**config.mk**
```make
export PLATFORM = sky130hd
export DESIGN_NAME = clkmode_ctrl
export DESIGN_NICKNAME = d
export VERILOG_FILES = /design/src/clkmode_pkg.sv /design/src/clkmode_ctrl.sv
export SDC_FILE = /design/constraint.sdc
export NUM_CORES = 1
export LEC_CHECK = 0
export BUFFER_PORTS_ARGS = -buffer_cell sky130_fd_sc_hd__clkbuf_2
export CAP_MARGIN = 20
export CORE_MARGIN = 3
export CORE_UTILIZATION = 48
export CTS_CLUSTER_SIZE = 30
export DETAILED_ROUTE_END_ITERATION = 8
export PLACE_DENSITY_LB_ADDON = 0.15
export SLEW_MARGIN = 20
export SYNTH_ARGS = -nofsm -noshare
export SYNTH_HDL_FRONTEND = slang
export SYNTH_SLANG_ARGS = --single-unit
```
**constraint.sdc**
```tcl
create_clock -name sys_clk -period 6.58 [get_ports sys_clk]
set_input_delay 0.329 -clock sys_clk [delete_from_list [all_inputs] [get_ports sys_clk]]
set_output_delay 0.329 -clock sys_clk [all_outputs]
set_load 0.02 [all_outputs]
```
**src/clkmode_pkg.sv**
```systemverilog
// Constants, types and decode helpers for the codec clock-mode controller.
// Assumes a 100 MHz system clock and a plain one-cycle register port.
package clkmode_pkg;

    // System clock and the lock intervals in their own units.
    localparam int SYS_HZ = 100_000_000;
    localparam int SYS_MHZ = 100;
    localparam int LOCK_BCLK_US = 2000;
    localparam int LOCK_MCLK_US = 10000;
    localparam int LOCK_BCLK_CYC = LOCK_BCLK_US * SYS_MHZ;
    localparam int LOCK_MCLK_CYC = LOCK_MCLK_US * SYS_MHZ;
    // An input clock with no rising edge for this long counts as absent.
    localparam int ABSENT_US = 20;
    localparam int ABSENT_CYC = ABSENT_US * SYS_MHZ;
    localparam int AGE_W = 12;
    localparam int LCNT_W = 24;

    // Phase ticks per sample period; bit 0 of the phase runs at 256fs.
    localparam int TICKS_PER_FS = 512;
    localparam int PH_W = $clog2(TICKS_PER_FS);

    // Register addresses.
    localparam logic [7:0] ADDR_CTRL = 8'h00;
    localparam logic [7:0] ADDR_CLK = 8'h01;
    localparam logic [7:0] ADDR_STAT = 8'h02;

    // Control register fields.
    localparam int C_PLL = 0;
    localparam int C_MS = 1;
    localparam int C_MCKEN = 2;
    localparam int C_BCK64 = 3;
    localparam int C_VREF = 4;
    localparam int C_DAC = 5;
    localparam int C_ADL = 6;
    localparam int C_ADR = 7;
    localparam int C_RLINE = 8;
    localparam int C_RSPK = 9;
    localparam logic [15:0] CTRL_MASK = 16'h03FF;
    localparam logic [15:0] CTRL_RST = 16'h0000;

    // Clock register fields: reference code, rate code, output divider.
    localparam int K_REF = 0;
    localparam int K_RATE = 4;
    localparam int K_DIV = 8;
    localparam logic [15:0] CLK_MASK = 16'h03FF;
    localparam logic [15:0] CLK_RST = 16'h00F6;

    localparam logic [15:0] LFSR_SEED = 16'hACE1;

    // Reference codes.
    localparam logic [3:0] REF_B32 = 4'h2;
    localparam logic [3:0] REF_B64 = 4'h3;
    localparam logic [3:0] REF_M11 = 4'h4;
    localparam logic [3:0] REF_M12 = 4'h6;
    localparam logic [3:0] REF_M24 = 4'h7;
    localparam logic [3:0] REF_M13 = 4'hC;
    localparam logic [3:0] REF_M27 = 4'hD;

    // External-clock ratio codes (low two rate bits).
    localparam logic [1:0] EXT_1024 = 2'h1;
    localparam logic [1:0] EXT_512L = 2'h2;
    localparam logic [1:0] EXT_512H = 2'h3;

    // Phase-tick dividers, system cycles per tick at each rate.
    localparam logic [7:0] D_8K = 8'(SYS_HZ / (TICKS_PER_FS * 8000));
    localparam logic [7:0] D_11K = 8'(SYS_HZ / (TICKS_PER_FS * 11025));
    localparam logic [7:0] D_12K = 8'(SYS_HZ / (TICKS_PER_FS * 12000));
    localparam logic [7:0] D_16K = 8'(SYS_HZ / (TICKS_PER_FS * 16000));
    localparam logic [7:0] D_22K = 8'(SYS_HZ / (TICKS_PER_FS * 22050));
    localparam logic [7:0] D_24K = 8'(SYS_HZ / (TICKS_PER_FS * 24000));
    localparam logic [7:0] D_32K = 8'(SYS_HZ / (TICKS_PER_FS * 32000));
    localparam logic [7:0] D_44K = 8'(SYS_HZ / (TICKS_PER_FS * 44100));
    localparam logic [7:0] D_48K = 8'(SYS_HZ / (TICKS_PER_FS * 48000));

    typedef enum logic [2:0] {
        MODE_PLL_MASTER,
        MODE_PLL_SLAVE_MCLK,
        MODE_PLL_SLAVE_BCLK,
        MODE_EXT_SLAVE,
        MODE_EXT_MASTER
    } clk_mode_t;

    typedef enum logic [1:0] {
        PLL_OFF,
        PLL_FIRST,
        PLL_RELOCK,
        PLL_LOCKED
    } pll_state_t;

    // Clock pins towards the host processor.
    typedef struct packed {
        logic bclk_o;
        logic bclk_oe;
        logic fclk_o;
        logic fclk_oe;
        logic mclk_o;
    } clk_pins_t;

    // Power and routing levels handed to the analog side.
    typedef struct packed {
        logic vref_on;
        logic dac_on;
        logic adc_l_on;
        logic adc_r_on;
        logic route_line;
        logic route_spk;
        logic data_invalid;
    } ana_ctl_t;

    // Whole state of the controller.
    typedef struct packed {
        logic [15:0] ctrl;
        logic [15:0] clk;
        logic [15:0] rdata;
        pll_state_t pst;
        logic [LCNT_W-1:0] lcnt;
        logic [7:0] dcnt;
        logic [PH_W-1:0] ph;
        logic half;
        logic [15:0] lfsr;
        logic [2:0] mi_s;
        logic [2:0] bi_s;
        logic [1:0] fi_s;
        logic [AGE_W-1:0] mi_age;
        logic [AGE_W-1:0] bi_age;
        clk_pins_t pins;
        ana_ctl_t ana;
    } st_t;

    // Valid PLL reference codes.
    function automatic logic ref_ok(input logic [3:0] code);
        case (code)
            REF_B32, REF_B64, REF_M11, REF_M12,
            REF_M24, REF_M13, REF_M27: ref_ok = 1'b1;
            default: ref_ok = 1'b0;
        endcase
    endfunction : ref_ok

    // Tick divider for a rate code; zero marks an unavailable code.
    function automatic logic [7:0] fs_div(input logic [3:0] rate,
                                          input logic ref_mclk);
        fs_div = 8'h00;
        if (ref_mclk) begin
            case (rate)
                4'h0: fs_div = D_8K;
                4'h1: fs_div = D_12K;
                4'h2: fs_div = D_16K;
                4'h3: fs_div = D_24K;
                4'h5: fs_div = D_11K;
                4'h7: fs_div = D_22K;
                4'hA: fs_div = D_32K;
                4'hB: fs_div = D_48K;
                4'hF: fs_div = D_44K;
                default: fs_div = 8'h00;
            endcase
        end else begin
            // Bit-clock reference: the top of each range stands in.
            case (rate[3:2])
                2'h0: fs_div = D_12K;
                2'h1: fs_div = D_24K;
                2'h2: fs_div = D_48K;
                default: fs_div = 8'h00;
            endcase
        end
    endfunction : fs_div

endpackage : clkmode_pkg

```
**src/clkmode_ctrl.sv**
```systemverilog
// Clock-mode controller of an audio codec: mode select, PLL lock model,
// and the bit, frame and master clock outputs.
// Assumes the power-down pin is the asynchronous reset and that the clock
// pins from the host are asynchronous to the system clock.
// Operation
// - PLL power and master/slave bits pick one of five clock schemes.
// - Master/slave bit: 1 master, 0 slave, slave after reset.
// - Slave during and after reset; master only after software writes it.
// - Master, PLL off, output enabled: master clock pin carries junk.
// - Master drives bit clock and 1fs frame; slave receives them.
// - Master clock pin low when disabled and in external slave mode.
// - Reference power, master and clock present: clocks run regardless.
// - Codes 0010, 0011 take bit clock 32fs, 64fs as reference.
// - Codes 0100,0110,0111,1100,1101 take master clock; others unusable.
// - Lock within 2 ms bit-clock reference, 10 ms master-clock.
// - Master-clock reference: rate code picks the sample rate.
// - Bit-clock reference: top rate bits pick range; 11xx unusable.
// - PLL master before first lock: bit, frame low; master junk.
// - First frame after lock may be bad; normal after one period.
// - Later lock loss makes all master-mode clocks junk.
// - Master with PLL off behaves as external master, master output junk.
// - PLL slave: master output junk until lock, then divided clock.
// - Slave and unlocked: data flagged invalid; routes can mute DAC.
// - Output divider: 256fs, 128fs, 64fs, 32fs.
// - Bit clock rate bit: 0 gives 32fs, 1 gives 64fs.
// - External modes: low rate bits give master input ratio.
//
// The implementer's own choices: the placing of the registers and the plain strobed port.
`timescale 1ns/100ps
module clkmode_ctrl
    import clkmode_pkg::*;
#(
    parameter int LOCK_BCLK = LOCK_BCLK_CYC,
    parameter int LOCK_MCLK = LOCK_MCLK_CYC
) (
    // Clock and power-down reset.
    input wire logic sys_clk,
    input wire logic arst_n,
    // Register port.
    input wire logic [7:0] reg_addr,
    input wire logic [15:0] reg_wdata,
    input wire logic reg_wr,
    input wire logic reg_rd,
    output logic [15:0] reg_rdata,
    // Clock pins from the host.
    input wire logic master_clock_input,
    input wire logic bit_clock_i,
    input wire logic frame_clock_i,
    // Clock pins towards the host.
    output clk_pins_t clk_pins,
    // Power and routing levels.
    output ana_ctl_t ana_ctl
);

    st_t r;
    st_t n;

    // Control decode.
    logic pll_on;
    logic ms;
    logic mck_en;
    logic bck64;
    logic vref;
    logic [3:0] ref_code;
    logic [3:0] rate;
    logic [1:0] div_sel;
    logic ref_mclk;
    clk_mode_t mode;

    assign pll_on = r.ctrl[C_PLL];
    assign ms = r.ctrl[C_MS];
    assign mck_en = r.ctrl[C_MCKEN];
    assign bck64 = r.ctrl[C_BCK64];
    assign vref = r.ctrl[C_VREF];
    assign ref_code = r.clk[K_REF +: 4];
    assign rate = r.clk[K_RATE +: 4];
    assign div_sel = r.clk[K_DIV +: 2];
    assign ref_mclk = ref_code[2];

    // Scheme selection from the two power and role bits.
    always_comb begin : mode_decode
        case ({pll_on, ms})
            2'b11: mode = MODE_PLL_MASTER;
            2'b10: mode = ref_mclk ? MODE_PLL_SLAVE_MCLK
                                   : MODE_PLL_SLAVE_BCLK;
            2'b01: mode = MODE_EXT_MASTER;
            default: mode = MODE_EXT_SLAVE;
        endcase
    end

    // Edge and presence detection on the synchronised pins.
    logic mi_rise;
    logic bi_rise;
    logic mi_here;
    logic bi_here;
    logic ref_here;

    assign mi_rise = r.mi_s[1] & ~r.mi_s[2];
    assign bi_rise = r.bi_s[1] & ~r.bi_s[2];
    assign mi_here = r.mi_age < AGE_W'(ABSENT_CYC);
    assign bi_here = r.bi_age < AGE_W'(ABSENT_CYC);
    assign ref_here = ref_mclk ? mi_here : bi_here;

    // Rate and reference checks.
    logic [7:0] pll_div;
    logic [1:0] ext_ratio;
    logic ext_ok;
    logic pll_ok;
    logic cfg_ok;
    logic [LCNT_W-1:0] lock_lim;

    assign pll_div = fs_div(rate, ref_mclk);
    assign ext_ratio = rate[1:0];
    assign ext_ok = ext_ratio != 2'h0;
    assign pll_ok = ref_ok(ref_code) && pll_div != 8'h00;
    assign cfg_ok = pll_on ? pll_ok : ext_ok;
    assign lock_lim = ref_mclk ? LCNT_W'(LOCK_MCLK)
                               : LCNT_W'(LOCK_BCLK);

    // Phase ticks: the PLL model divides the system clock, the external
    // modes count rising edges of the master clock input.
    logic pll_tick;
    logic ext_tick;
    logic tick;

    assign pll_tick = r.pst == PLL_LOCKED && r.dcnt == pll_div - 8'h01;
    assign ext_tick = !pll_on && ext_ok && mi_rise &&
                      (ext_ratio != EXT_1024 || r.half);
    assign tick = pll_on ? pll_tick : ext_tick;

    // Clean clocks derived from the phase counter.
    logic bclk_ok;
    logic fclk_ok;
    logic mclk_ok;
    logic rnd;
    logic locked;

    assign bclk_ok = bck64 ? r.ph[2] : r.ph[3];
    assign fclk_ok = r.ph[PH_W-1];
    assign mclk_ok = r.ph[div_sel];
    assign rnd = r.lfsr[0];
    assign locked = r.pst == PLL_LOCKED;

    // A clock-register write that alters reference or rate restarts lock.
    logic clk_wr;
    logic restart;

    assign clk_wr = reg_wr && reg_addr == ADDR_CLK;
    assign restart = clk_wr &&
        (reg_wdata[7:0] & CLK_MASK[7:0]) != r.clk[7:0];

    // Next state of the whole controller.
    always_comb begin : next_state
        n = r;
        // Pins pass two flip-flops before any logic looks at them.
        n.mi_s = {r.mi_s[1:0], master_clock_input};
        n.bi_s = {r.bi_s[1:0], bit_clock_i};
        n.fi_s = {r.fi_s[0], frame_clock_i};
        n.lfsr = {r.lfsr[14:0],
                  r.lfsr[15] ^ r.lfsr[13] ^ r.lfsr[12] ^ r.lfsr[10]};

        // Edge age counters saturate at the absence limit.
        if (mi_rise) begin
            n.mi_age = '0;
        end else if (mi_here) begin
            n.mi_age = r.mi_age + AGE_W'(1);
        end
        if (bi_rise) begin
            n.bi_age = '0;
        end else if (bi_here) begin
            n.bi_age = r.bi_age + AGE_W'(1);
        end

        // Register writes; the role bit resets to slave.
        if (reg_wr && reg_addr == ADDR_CTRL) begin
            n.ctrl = reg_wdata & CTRL_MASK;
        end
        if (clk_wr) begin
            n.clk = reg_wdata & CLK_MASK;
        end

        // Read data stands for one cycle only.
        n.rdata = 16'h0000;
        if (reg_rd) begin
            case (reg_addr)
                ADDR_CTRL: n.rdata = r.ctrl;
                ADDR_CLK: n.rdata = r.clk;
                ADDR_STAT: n.rdata = {7'h00, bi_here, r.fi_s[1],
                                      r.ana.data_invalid, mi_here,
                                      ~cfg_ok, mode, locked};
                default: n.rdata = 16'h0000;
            endcase
        end

        // Phase generation; the half flag halves a 1024fs input.
        if (!pll_on && ext_ratio == EXT_1024 && mi_rise) begin
            n.half = ~r.half;
        end
        if (pll_tick || !locked) begin
            n.dcnt = 8'h00;
        end else begin
            n.dcnt = r.dcnt + 8'h01;
        end
        if (tick) begin
            n.ph = r.ph + PH_W'(1);
        end

        // Lock model. A lock restarts the phase so the first frame after
        // it is already whole.
        if (!pll_on) begin
            n.pst = PLL_OFF;
            n.lcnt = '0;
        end else begin
            case (r.pst)
                PLL_OFF: begin
                    n.pst = PLL_FIRST;
                    n.lcnt = '0;
                end
                PLL_FIRST, PLL_RELOCK: begin
                    if (restart || !cfg_ok || !ref_here) begin
                        n.lcnt = '0;
                    end else if (r.lcnt >= lock_lim - LCNT_W'(1)) begin
                        n.pst = PLL_LOCKED;
                        n.ph = '0;
                        n.lcnt = '0;
                    end else begin
                        n.lcnt = r.lcnt + LCNT_W'(1);
                    end
                end
                PLL_LOCKED: begin
                    if (restart || !cfg_ok || !ref_here) begin
                        n.pst = PLL_RELOCK;
                        n.lcnt = '0;
                    end
                end
                default: begin
                    n.pst = PLL_OFF;
                    n.lcnt = '0;
                end
            endcase
        end

        // Clock pins. Slave modes never drive bit and frame clocks.
        n.pins = '0;
        case (mode)
            MODE_PLL_MASTER: begin
                n.pins.bclk_oe = 1'b1;
                n.pins.fclk_oe = 1'b1;
                if (vref) begin
                    case (r.pst)
                        PLL_RELOCK: begin
                            n.pins.bclk_o = rnd;
                            n.pins.fclk_o = ~rnd;
                        end
                        PLL_LOCKED: begin
                            n.pins.bclk_o = bclk_ok;
                            n.pins.fclk_o = fclk_ok;
                        end
                        default: begin
                            n.pins.bclk_o = 1'b0;
                            n.pins.fclk_o = 1'b0;
                        end
                    endcase
                end
                if (mck_en) begin
                    n.pins.mclk_o = locked ? mclk_ok : rnd;
                end
            end
            MODE_PLL_SLAVE_MCLK, MODE_PLL_SLAVE_BCLK: begin
                if (mck_en) begin
                    n.pins.mclk_o = locked ? mclk_ok : rnd;
                end
            end
            MODE_EXT_MASTER: begin
                n.pins.bclk_oe = 1'b1;
                n.pins.fclk_oe = 1'b1;
                if (vref && mi_here) begin
                    n.pins.bclk_o = bclk_ok;
                    n.pins.fclk_o = fclk_ok;
                end
                // Junk while a PLL master setup is half written.
                n.pins.mclk_o = mck_en & rnd;
            end
            default: begin
                n.pins.mclk_o = 1'b0;
            end
        endcase

        // Power levels pass through; converter power does not gate the
        // master-mode clocks.
        n.ana.vref_on = vref;
        n.ana.dac_on = r.ctrl[C_DAC];
        n.ana.adc_l_on = r.ctrl[C_ADL];
        n.ana.adc_r_on = r.ctrl[C_ADR];
        n.ana.route_line = r.ctrl[C_RLINE];
        n.ana.route_spk = r.ctrl[C_RSPK];
        n.ana.data_invalid = pll_on && !ms && !locked;
    end

    // State register; power-down returns everything to slave defaults.
    always_ff @(posedge sys_clk or negedge arst_n) begin : state_reg
        if (!arst_n) begin
            r <= '0;
            r.ctrl <= CTRL_RST;
            r.clk <= CLK_RST;
            r.lfsr <= LFSR_SEED;
        end else begin
            r <= n;
        end
    end

    assign reg_rdata = r.rdata;
    assign clk_pins = r.pins;
    assign ana_ctl = r.ana;

endmodule : clkmode_ctrl

```
# == After elaboration in Yosys (flattened, before gate mapping) ==
# Memories as Yosys holds them, arrays and structs flattened.
# Cells that the tools add are included.
# op_classes
n_addsub,7
div,0
bitwise_logic,11
eq_ne,27
reduce_logical,34
order_cmp,4
n_mul,0
muxes,41
shifts,0
# op_table
op,n
26-bit case mux with 3 select lines,1
26-bit 2-to-1 mux,2
12-bit 2-to-1 mux,4
24-bit 2-to-1 mux,2
9-bit 2-to-1 mux,5
10-bit case mux with 3 select lines,1
"12-bit by 1-bit adder with 12-bit output, second input constant",2
"24-bit by 1-bit adder with 24-bit output, second input constant",1
24-bit >= comparator,1
"12-bit by 11-bit less-than comparator with 1-bit output, second input constant",2
"20-bit by 1-bit subtractor with 21-bit output, second input constant",1
20-bit 2-to-1 mux,1
8-bit 2-to-1 mux,2
5-bit case mux with 3 select lines,1
1-bit logical AND,13
"4-bit by 3-bit equality test with 1-bit output, second input constant",3
1-bit 2-to-1 mux,12
"2-bit equality test, second input constant",5
10-bit 2-to-1 mux,1
"9-bit by 1-bit adder with 9-bit output, second input constant",1
3-bit case mux with 3 select lines,1
"8-bit by 1-bit adder with 8-bit output, second input constant",1
"2-bit by 1-bit equality test with 1-bit output, second input constant",4
"4-bit by 2-bit equality test with 1-bit output, second input constant",2
31 further kinds,55
# totals
ramBits,0
in_bits,31
word_cells,151
romBits,80
output_inout_bits,28
regBits,140
latch_bits,0
memories,1
# memory_table
name,words,width,rd,rd_clocked_by_memory_dff,wr,line,rtl
(no name shown),16,5,1,0,0,clkmode_pkg.sv:144,case (rate)

# == Logic depth before layout (Yosys ltp) ==
# Gate-level depths: netlist of run 1.
# depth
ltp_word,12
depth_mapped,14
depth_no_buf,10

# == Worst setup path before layout of run 1 ==
# OpenSTA, ideal clock, no wires.
# synth_path
path_kind,flip-flop to flip-flop
start,reg r[122] (netlist bit)
end,"reg r, in the netlist fclk_ok"
path_stages_with_launch,12
required_time_ps,6501
slack_ps,3486
setup_time_ps,79
path_buffers,1
synth_period_minus_slack_ps,3094
arrival_time_ps,3014
path_cell_list,dfstp_2 -> buf_6 -> inv_4 -> or4_4 -> ha_1 -> xnor2_1 -> xnor2_1 -> o2111ai_1 -> a2111oi_4 -> nand4b_2 -> a21oi_1 -> mux2i_1
# synth_lines
element,line,rtl
start: declaration,clkmode_ctrl.sv:55,st_t r;
start signal: assignment,clkmode_ctrl.sv:308,r <= n;

# == Worst setup path in the final report of run 1 ==
# layout_path
start,reg r[122] (netlist bit)
end,reg r[94] (netlist bit)
# layout_via
elab_chain_len,11
elab_cells_between_ends,28
cone_classes,1 x add/sub; 1 x order compare; 9 x eq/ne; 9 x mux; 8 x reduce/logical
# layout_rtl
element
"parallel branches: the longest is 11 deep, another holds 24-bit >= comparator"
# Parallel ways; which one is timed is not known.
# A chain may end at the register's enable or synchronous reset.

==> results of run 1 <==
==> layer usage <==
layer,vias up,GRT usage
met3,14,0.0485
met2,94,0.283
met4,0,0.0535
met1,2366,0.252
li1,2279,-
met5,-,0
==> flip-flops by register name, indices dropped and copies added (netlist names) <==
name,flops
n,26
ext_ratio,2
mck_en,1
div_sel,2
ms,1
r,77
ana_ctl,7
reg_rdata,10
pll_on,1
fclk_ok,1
clk_pins,4
bck64,1
==> cell type report <==
| cell class | instances | area share |
|---|---|---|
| Inverter | 15 | 0.00782 |
| Timing Repair Buffer | 49 | 0.0348 |
| Clock inverter | 9 | 0.0168 |
| Tap cell | 176 | 0.0293 |
| Multi-Input combinational cell | 447 | 0.403 |
| Sequential cell | 133 | 0.445 |
| Clock buffer | 23 | 0.0636 |
==> placed cells by master (no fill, tap or decap), drive strengths merged, types with 5 or more instances in the layout <==
| cell | instances |
|---|---|
| xor2 | 17 |
| a22o | 16 |
| mux2i | 19 |
| nand2 | 33 |
| clkbuf | 68 |
| nand4 | 12 |
| inv | 15 |
| nand2b | 13 |
| nor3b | 6 |
| dfrtp | 119 |
| conb | 6 |
| a21oi | 24 |
| and3 | 18 |
| a31oi | 5 |
| nor2b | 19 |
| nor3 | 8 |
| ha | 16 |
| o22ai | 5 |
| clkinv | 5 |
| and2 | 13 |
| mux2 | 19 |
| o21ai | 34 |
| xnor2 | 23 |
| dfstp | 14 |
| or3 | 7 |
| nand3 | 27 |
| nor2 | 56 |
==> cell families (layout without fill, tap and decap cells) <==
group                    count (synthesis)  in the layout  synth area share
XOR/XNOR                                40             40            0.0518
flip-flops                             133            133             0.495
adder cells (fa/ha/maj)                 16             16            0.0296
AND/OR/NAND/NOR                        235            235             0.189
AO/OA/AOI/OAI                          111            111             0.110
other                                    1              6          0.000554
buffers and inverters                   73             96            0.0608
multiplexers                            39             39            0.0636
==> power breakdown <==
group / total [mW] / internal, mW / switching [mW]
combinational: 0.177 / 0.0773 / 0.0994
sequential: 0.916 / 0.863 / 0.0528
clock: 0.961 / 0.624 / 0.337
==> what timing repair did <==
item	4_1_cts	5_1_grt
hold buffers	1	0
hold endpoints to repair	56	0
resized for setup	0	0
==> final timing paths <==
kind | cells after the start | slack [ns] | startpoint | end
setup / recovery | 10 | 2.45 | r[122] | r[94]
hold / removal | 1 | 0.02 | bit_clock_i | n[39]
setup reg to reg | 10 | 2.45 | r[122] | r[94]
hold reg to reg | 0 | 0.35 | n[53] | n[54]
max in group asynchronous | 3 | 4.82 | arst_n | ms
min in group asynchronous | 2 | 0.47 | arst_n | r[81]
==> metrics by stage <==
step,util,hold WS [ns]
global route,0.557,0.00680
global placement,0.511,0.332
floorplan,-,0.0334
finish,0.557,0.0192
detailed placement,0.511,0.343
CTS,0.557,0.00492
==> run_results.csv, run 1 <==
group,metric,value,unit
detailed_routing,routed.top_layer,"met4",
cts,path_clk_slew,0.06,ns
timing,slew_headroom,0.403,
timing,finalSetupViolations,0,
cts,insertion_delay,0.41,ns
logic_synthesis,ys.flop_type,"dfrtp_1",
logic_synthesis,synth_top_area_frac,0.440,
cts,cts_made_buffers,17,
timing,skew,0.00905,ns
timing,fmaxAchievable,242,MHz
setup_path,worstSetupStartpointType,"register",
setup_path,cpMaxStageDelayCell,"dfstp_2",
cts,htree_levels,4,
placement,pre_cts_ws,2.50,ns
layout,regArea,0.00335,sq mm
detailed_routing,dr_wl_met2,6380,um
timing,fin_crit,4.13,ns
logic_synthesis,synth.distinct_cells,67,
worst_hold_path,hold_class,"primary input to register",
floorplan,io-pin-count,59,
cts,clock-sinks,133,
setup_path,critical-path-max-stage-delay,0.85,ns
layout,finalNonFillerCells,852,
floorplan,die_h,125,um
layout,fin_nets,710,
detailed_routing,ant_nets,0,
setup_path,end_kind,"register",
placement,hpwlAfterDp,9120,um
timing,rsz0062_at_grt,"false",
logic_synthesis,async_flop_share,1.00,
timing,hold_violations,0,
detailed_routing,drtIter0Drc,234,
logic_synthesis,syn_area_per_cell,10.4,sq um
timing,layout_worst_path_cycle_share,0.627,
cts,cts.path.max_buffers,2,
placement,dp_cells,819,
floorplan,die_area,0.0156,sq mm
floorplan,num_rows,42,
setup_path,path_cells,"inv_4, or4_4, ha_1, inv_1, a311oi_1, o21ai_1, nand3_1, or4_1, nor2_4, a22o_1",
timing,setup_tns,0,ns
setup_path,crit_arrival,4.48,ns
cts,cts_root_buffer,"clkbuf_16",
timing,setup_slack,2.45,ns
timing,worst-slew-pin-transition,0.893,ns
global_routing,overflow,0,
logic_synthesis,synth_area,0.00677,sq mm
floorplan,start_util,0.501,
setup_path,required,6.93,ns
logic_synthesis,synth_edf_count,0,
detailed_routing,wl_met1,6530,um
pwr,power,2.05,mW
setup_path,cp_top_family,"simple AND/OR/NAND/NOR gates",
logic_synthesis,yosys.area.top_type,"dfrtp_1",
logic_synthesis,synth_seq_area_share,0.495,
setup_path,crit_fanout,25,
pwr,power.leakage,3.57,nW
detailed_routing,vias_per_cell,5.58,
floorplan,core_area,0.0135,sq mm
layout,finalInstanceArea,0.00752,sq mm
setup_path,timing.critical_path.buf_inv,2,
setup_path,crit_type,"register to register",
placement,port_buffers,46,
placement,placed_area,0.00690,sq mm
detailed_routing,firstDrtPassIters,5,
floorplan,die_w,125,um
global_routing,grt_start_max_net_pins,69,
placement,gp_congestion,0.792,
detailed_routing,avgRoutedWirePerCell,16.0,um
logic_synthesis,ys_ff_latch,133,
logic_synthesis,syn-instance-count,648,
logic_synthesis,netlist_top_cells_count,"dfrtp_1 (119), nor2_1 (55), nand2_1 (33)",
layout,fill_cells,1162,
layout,area_delta_synth_final,11.1,%
flow_run,drv_cap,0,
detailed_routing,dr_wl_met3,533,um
layout,multiInputGateArea,0.00303,sq mm
global_routing,grt_pass1_vias,4644,
logic_synthesis,yosysWarnings,0,
cts,cts_tree,"built",
pwr,ir_drop,192,uV
pwr,power.density,273,mW/mm^2
detailed_routing,finalWirelength,13600,um
detailed_routing,route.vias.total,4753,
layout,drive_above_1_share,0.182,
timing,maxSlewViolCount,0,
global_routing,grt_use_total,0.182,
detailed_routing,drc,0,
layout,antennaDiodeCount,0,
logic_synthesis,synthMostInstantiatedCell,"dfrtp_1",
logic_synthesis,synth_area_leaders,"dfrtp_1 (44%), dfstp_2 (5.4%), buf_4 (3.2%), mux2_2 (3.2%), nor2_1 (3.1%)",
cts,cts_setup_buffers,0,
outcome,status,"completed",
global_routing,antenna_found_initial,0,
global_routing,grt_first_pass_wirelength,23300,um
Note: power is estimated with default switching activity, not from simulation.
==> run 2: changes to the inputs <==
--- a/config.mk
+++ b/config.mk
@@ -5,6 +5,7 @@
 export SDC_FILE = /design/constraint.sdc
 export NUM_CORES = 1
 export LEC_CHECK = 0
+export ABC_AREA = 1
 export BUFFER_PORTS_ARGS = -buffer_cell sky130_fd_sc_hd__clkbuf_2
 export CAP_MARGIN = 20
 export CORE_MARGIN = 3
==> constraint.sdc (replaced) <==
create_clock -name sys_clk -period 4.04 [get_ports sys_clk]
set_input_delay 0.202 -clock sys_clk [delete_from_list [all_inputs] [get_ports sys_clk]]
set_output_delay 0.202 -clock sys_clk [all_outputs]
set_load 0.02 [all_outputs]
==> run_results.csv, run 2 <==
group,metric,value,unit
setup_path,crit_fanout,14,
timing,layout_worst_path_cycle_share,0.703,
cts,insertion_delay,0.42,ns
logic_synthesis,synth.distinct_cells,58,
logic_synthesis,yosys.area.top_type,"dfrtp_1",
logic_synthesis,ys.flop_type,"dfrtp_1",
global_routing,grt_pass1_vias,5345,
setup_path,timing.critical_path.buf_inv,2,
pwr,combPwrFrac,0.122,
global_routing,grt_start_max_net_pins,84,
layout,drive_above_1_share,0.167,
layout,layout_commonest_cell,"nand2_1",
layout,fin_nets,903,
timing,hold_violations,0,
detailed_routing,drc,0,
logic_synthesis,synth_area_leaders,"dfrtp_1 (43%), nand2_1 (9.3%), dfstp_2 (5.3%), inv_1 (4.9%), nor2_1 (4.7%)",
detailed_routing,ant_nets,0,
floorplan,core_area,0.0140,sq mm
logic_synthesis,syn-instance-count,818,
detailed_routing,finalWirelength,15000,um
placement,hpwlAfterDp,10700,um
logic_synthesis,netlist_top_cells_count,"nand2_1 (172), dfrtp_1 (119), inv_1 (91)",
setup_path,end_kind,"register",
pwr,power.density,471,mW/mm^2
detailed_routing,firstDrtPassIters,5,
logic_synthesis,synth_edf_count,0,
setup_path,cp_top_family,"simple AND/OR/NAND/NOR gates",
timing,worst-slew-pin-transition,0.974,ns
global_routing,overflow,0,
timing,fmaxAchievable,352,MHz
timing,finalSetupViolations,0,
timing,setup_slack,1.20,ns
setup_path,required,4.38,ns
cts,cts.path.max_buffers,2,
global_routing,antenna_found_initial,0,
pwr,power,3.70,mW
detailed_routing,route.vias.total,5479,
layout,largest-register,"r",
timing,slew_headroom,0.345,
setup_path,crit_arrival,3.19,ns
detailed_routing,avgRoutedWirePerCell,14.4,um
floorplan,die_h,126,um
pwr,switching_share,0.260,
setup_path,path_cells,"inv_1, ha_1, nand2_1, inv_1, o21ai_0, a21oi_1, o21ai_0, nand3_1, nand3_1, o21ai_1, nor2_1",
pwr,p_seq_frac,0.403,
timing,hold-worst-slack,0.0255,ns
floorplan,die_area,0.0159,sq mm
layout,area_delta_synth_final,13.8,%
setup_path,critical-path-max-stage-delay,0.71,ns
layout,fill_cells,1268,
detailed_routing,vias_per_cell,5.23,
layout,final_cell_mix,"nand2_1 (172), dfrtp_1 (119), inv_1 (91)",
setup_path,cpMaxStageDelayCell,"dfstp_2",
layout,largest_register_ffs,77,
logic_synthesis,syn_area_per_cell,8.45,sq um
flow_run,drv_cap,0,
floorplan,start_util,0.494,
placement,pre_cts_ws,1.22,ns
cts,cts_tree,"built",
logic_synthesis,synth_seq_area_share,0.484,
logic_synthesis,ys_ff_latch,133,
floorplan,die_w,126,um
cts,clock-sinks,133,
pwr,ir_drop,326,uV
floorplan,io-pin-count,59,
placement,port_buffers,46,
pwr,p_int,2.74,mW
global_routing,grt_first_pass_wirelength,25800,um
timing,skew,0.00708,ns
pwr,power.leakage,3.79,nW
detailed_routing,drtIter0Drc,343,
floorplan,num_rows,43,
global_routing,grt_use_total,0.201,
cts,htree_levels,4,
cts,cts_root_buffer,"clkbuf_16",
layout,antennaDiodeCount,0,
outcome,status,"completed",
timing,rsz0062_at_grt,"false",
logic_synthesis,synth_top_area_frac,0.431,
timing,fin_crit,2.84,ns
worst_hold_path,hold_class,"primary input to register",
logic_synthesis,synthMostInstantiatedCell,"nand2_1",
cts,cts_made_buffers,17,
setup_path,ff2ff_setup_slack,1.20,ns
pwr,switchingPower,0.963,mW
cts,path_clk_slew,0.06,ns
timing,setup_tns,0,ns
layout,final_util,0.562,
logic_synthesis,yosysWarnings,0,
placement,gp_congestion,0.893,
setup_path,crit_type,"register to register",
timing,maxSlewViolCount,0,
logic_synthesis,async_flop_share,1.00,
logic_synthesis,synth_area,0.00691,sq mm
setup_path,worstSetupStartpointType,"register",
pwr,clkPwrFrac,0.476,
[run 2: power groups by stage]
stage | Combinational, mW | Sequential [mW] | Clock, mW
after floorplan | 0.349 | 1.49 | 0
after global placement | 0.437 | 1.51 | 0
after detailed placement | 0.450 | 1.51 | 0
after CTS | 0.456 | 1.49 | 1.80
after global routing | 0.515 | 1.50 | 1.86
final | 0.450 | 1.49 | 1.76
[run 2: what timing repair did]
| item | CTS | global route |
|---|---|---|
| endpoints found under the hold margin | 4 | 76 |
| gates resized for setup | 0 | 0 |
| buffers inserted | 0 | 0 |
| hold buffers | 4 | 1 |
[run 2: worst paths after layout]
path | start | end | cells after the start
max in group asynchronous | arst_n | n[45] | 3
min in group asynchronous | arst_n | r[17] | 2
min reg2reg | n[53] | n[54] | 0
min | reg_rd | reg_rdata[1] | 3
max | r[122] | r[61] | 11
max reg2reg | r[122] | r[61] | 11
[run 2: cell type report]
class / instances / area [sq um] / share of cell area
Timing Repair Buffer: 55 / 329 / 0.0419
Multi-Input combinational cell: 547 / 2900 / 0.369
Clock inverter: 12 / 228 / 0.0290
Clock buffer: 19 / 443 / 0.0564
Tap cell: 180 / 225 / 0.0287
Sequential cell: 133 / 3350 / 0.426
Inverter: 102 / 385 / 0.0490
[run 2: cell families (layout without fill, tap and decap cells)]
logic type               after synthesis  after routing  synth area share
AND/OR/NAND/NOR                      383            383             0.251
multiplexers                           5              5           0.00815
buffers and inverters                143            188            0.0982
adder cells (fa/ha/maj)               16             16            0.0290
XOR/XNOR                              18             18            0.0228
AO/OA/AOI/OAI                        119            119             0.106
flip-flops                           133            133             0.484
other                                  1              6          0.000543
[run 2: worst register-to-register path: stages, from the launching register on]
cell and delay [ns]:
dfstp_2 0.71, inv_1 0.25, ha_1 0.35, nand2_1 0.07, inv_1 0.03, o21ai_0 0.13, a21oi_1 0.09, o21ai_0 0.16
nand3_1 0.29, nand3_1 0.43, o21ai_1 0.15, nor2_1 0.12
[run 2: metal layers]
layer | wire length (um) | GRT usage | part of all wire
met1 | 7060 | 0.274 | 0.47
met2 | 7200 | 0.316 | 0.48
met3 | 628 | 0.0543 | 0.042
met4 | 158 | 0.0618 | 0.011
met5 | 0 | 0 | 0
[run 2: metrics by stage]
step           area (sq um)  instances
5_1_grt                7860       1048
3_3_place_gp           7140       1012
3_5_place_dp           7140       1012
4_1_cts                7850       1047
2_1_floorplan          6930        823
6_report               7860       1048
==> run 3: changes to the inputs <==
==> constraint.sdc (replaced) <==
create_clock -name sys_clk -period 2.73 [get_ports sys_clk]
set_input_delay 0.1365 -clock sys_clk [delete_from_list [all_inputs] [get_ports sys_clk]]
set_output_delay 0.1365 -clock sys_clk [all_outputs]
set_load 0.02 [all_outputs]
==> run_results.csv, run 3 (synthesized netlist as in run 2, its figures left out) <==
group,metric,value,unit
outcome,status,"completed",
floorplan,start_util,0.494,
layout,final_cell_mix,"nand2_1 (172), dfrtp_1 (119), inv_1 (91)",
worst_hold_path,hold_class,"primary input to register",
cts,insertion_delay,0.42,ns
floorplan,die_h,126,um
layout,largest_register_ffs,77,
global_routing,grt_use_total,0.203,
detailed_routing,finalWirelength,15200,um
cts,cts.path.max_buffers,2,
pwr,switchingPower,1.48,mW
cts,path_clk_slew,0.06,ns
worst_hold_path,hold_path_depth,6,
global_routing,grt_pass1_vias,5495,
floorplan,die_w,126,um
layout,drive_above_1_share,0.189,
timing,slew_headroom,0.564,
detailed_routing,route.vias.total,5590,
global_routing,grt_start_max_net_pins,48,
detailed_routing,drtIter0Drc,332,
pwr,power.density,624,mW/mm^2
layout,final_util,0.572,
setup_path,worstSetupStartpointType,"register",
cts,cts_root_buffer,"clkbuf_16",
setup_path,crit_arrival,2.84,ns
placement,port_buffers,46,
layout,antennaDiodeCount,0,
placement,hpwlAfterDp,11200,um
timing,maxSlewViolCount,0,
pwr,p_seq_frac,0.441,
setup_path,crit_fanout,10,
timing,fmaxAchievable,400,MHz
timing,hold_violations,0,
timing,worst-slew-pin-transition,0.650,ns
cts,htree_levels,4,
cts,cts_made_buffers,17,
timing,fin_crit,2.50,ns
layout,area_delta_synth_final,15.9,%
timing,rsz0062_at_grt,"false",
timing,finalSetupViolations,0,
floorplan,num_rows,43,
pwr,power,4.99,mW
cts,clock-sinks,133,
detailed_routing,vias_per_cell,5.18,
layout,fin_nets,933,
timing,setup_tns,0,ns
global_routing,antenna_found_initial,0,
pwr,power.leakage,3.87,nW
floorplan,io-pin-count,59,
layout,largest-register,"r",
global_routing,grt_first_pass_wirelength,26200,um
setup_path,ff2ff_setup_slack,0.23,ns
pwr,ir_drop,459,uV
detailed_routing,avgRoutedWirePerCell,14.1,um
pwr,clkPwrFrac,0.413,
setup_path,r2r.worst_path.cells,14,
placement,gp_congestion,0.831,
layout,layout_commonest_cell,"nand2_1",
pwr,switching_share,0.296,
pwr,p_int,3.52,mW
setup_path,end_kind,"register",
detailed_routing,ant_nets,0,
setup_path,crit_type,"register to register",
global_routing,overflow,0,
timing,layout_worst_path_cycle_share,0.915,
detailed_routing,firstDrtPassIters,5,
timing,skew,0.00771,ns
floorplan,core_area,0.0140,sq mm
setup_path,required,3.08,ns
detailed_routing,drc,0,
flow_run,drv_cap,0,
floorplan,die_area,0.0159,sq mm
pwr,combPwrFrac,0.146,
cts,cts_tree,"built",
==> run 3: power by group through the flow <==
stage          registers [mW]  logic (mW)  clock network [mW]
5_1_grt                  2.22       0.836                2.19
3_5_place_dp             2.24       0.707                   0
6_report                 2.20       0.730                2.06
4_1_cts                  2.20       0.729                2.11
2_1_floorplan            2.20       0.516                   0
3_3_place_gp             2.22       0.675                   0
==> run 3: through the flow <==
step                hold WS, ns  instance area [sq um]  std cells  setup slack [ns]
finish                    0.213                   8010       1079             0.233
floorplan                -0.159                   6930        823             0.345
global placement          0.147                   7260       1027             0.186
global route              0.237                   8010       1079            0.0415
CTS                       0.191                   7950       1074             0.111
detailed placement        0.152                   7260       1027             0.139
==> run 3: cell type report <==
| class | instances | area (sq um) |
|---|---|---|
| well taps | 180 | 225 |
| repair buffers | 85 | 592 |
| fillers | 1272 | 5980 |
| multi-input cells | 547 | 2920 |
| clock buffers | 18 | 429 |
| inverters | 102 | 385 |
| flip-flops and latches | 133 | 3350 |
| clock inverters | 14 | 105 |
==> run 3: worst paths after layout <==
| kind | from | to |
|---|---|---|
| min in group asynchronous | arst_n | r[30] |
| worst max-delay path | r[122] | r[68] |
| max in group asynchronous | arst_n | n[50] |
| worst max register to register | r[122] | r[68] |
| worst min-delay path | reg_addr[1] | reg_rdata[7] |
| worst min register to register | n[39] | n[40] |
==> run 3: what timing repair did <==
item,4_1_cts,5_1_grt
setup buffers,0,5
endpoints found under the hold margin,49,0
hold buffers,15,0
resized for setup,0,5
endpoints found under the setup margin,0,36
==> run 3: critical path, stage by stage (launching register included) <==
cell	delay, ns
dfstp_2	0.60
nand2_1	0.11
inv_2	0.10
nand4_1	0.09
ha_1	0.30
xor2_1	0.16
nand3_1	0.10
nor2_1	0.10
nand2_1	0.07
nor2_2	0.14
nand4_2	0.16
nand2_4	0.16
buf_6	0.16
a21oi_2	0.06
nor2_1	0.11
==> run 3: metal layers <==
layer / GRT usage / share of wire
met1: 0.263 / 0.44
met3: 0.0471 / 0.045
met4: 0.0650 / 0.012
met2: 0.337 / 0.50
met5: 0 / 0
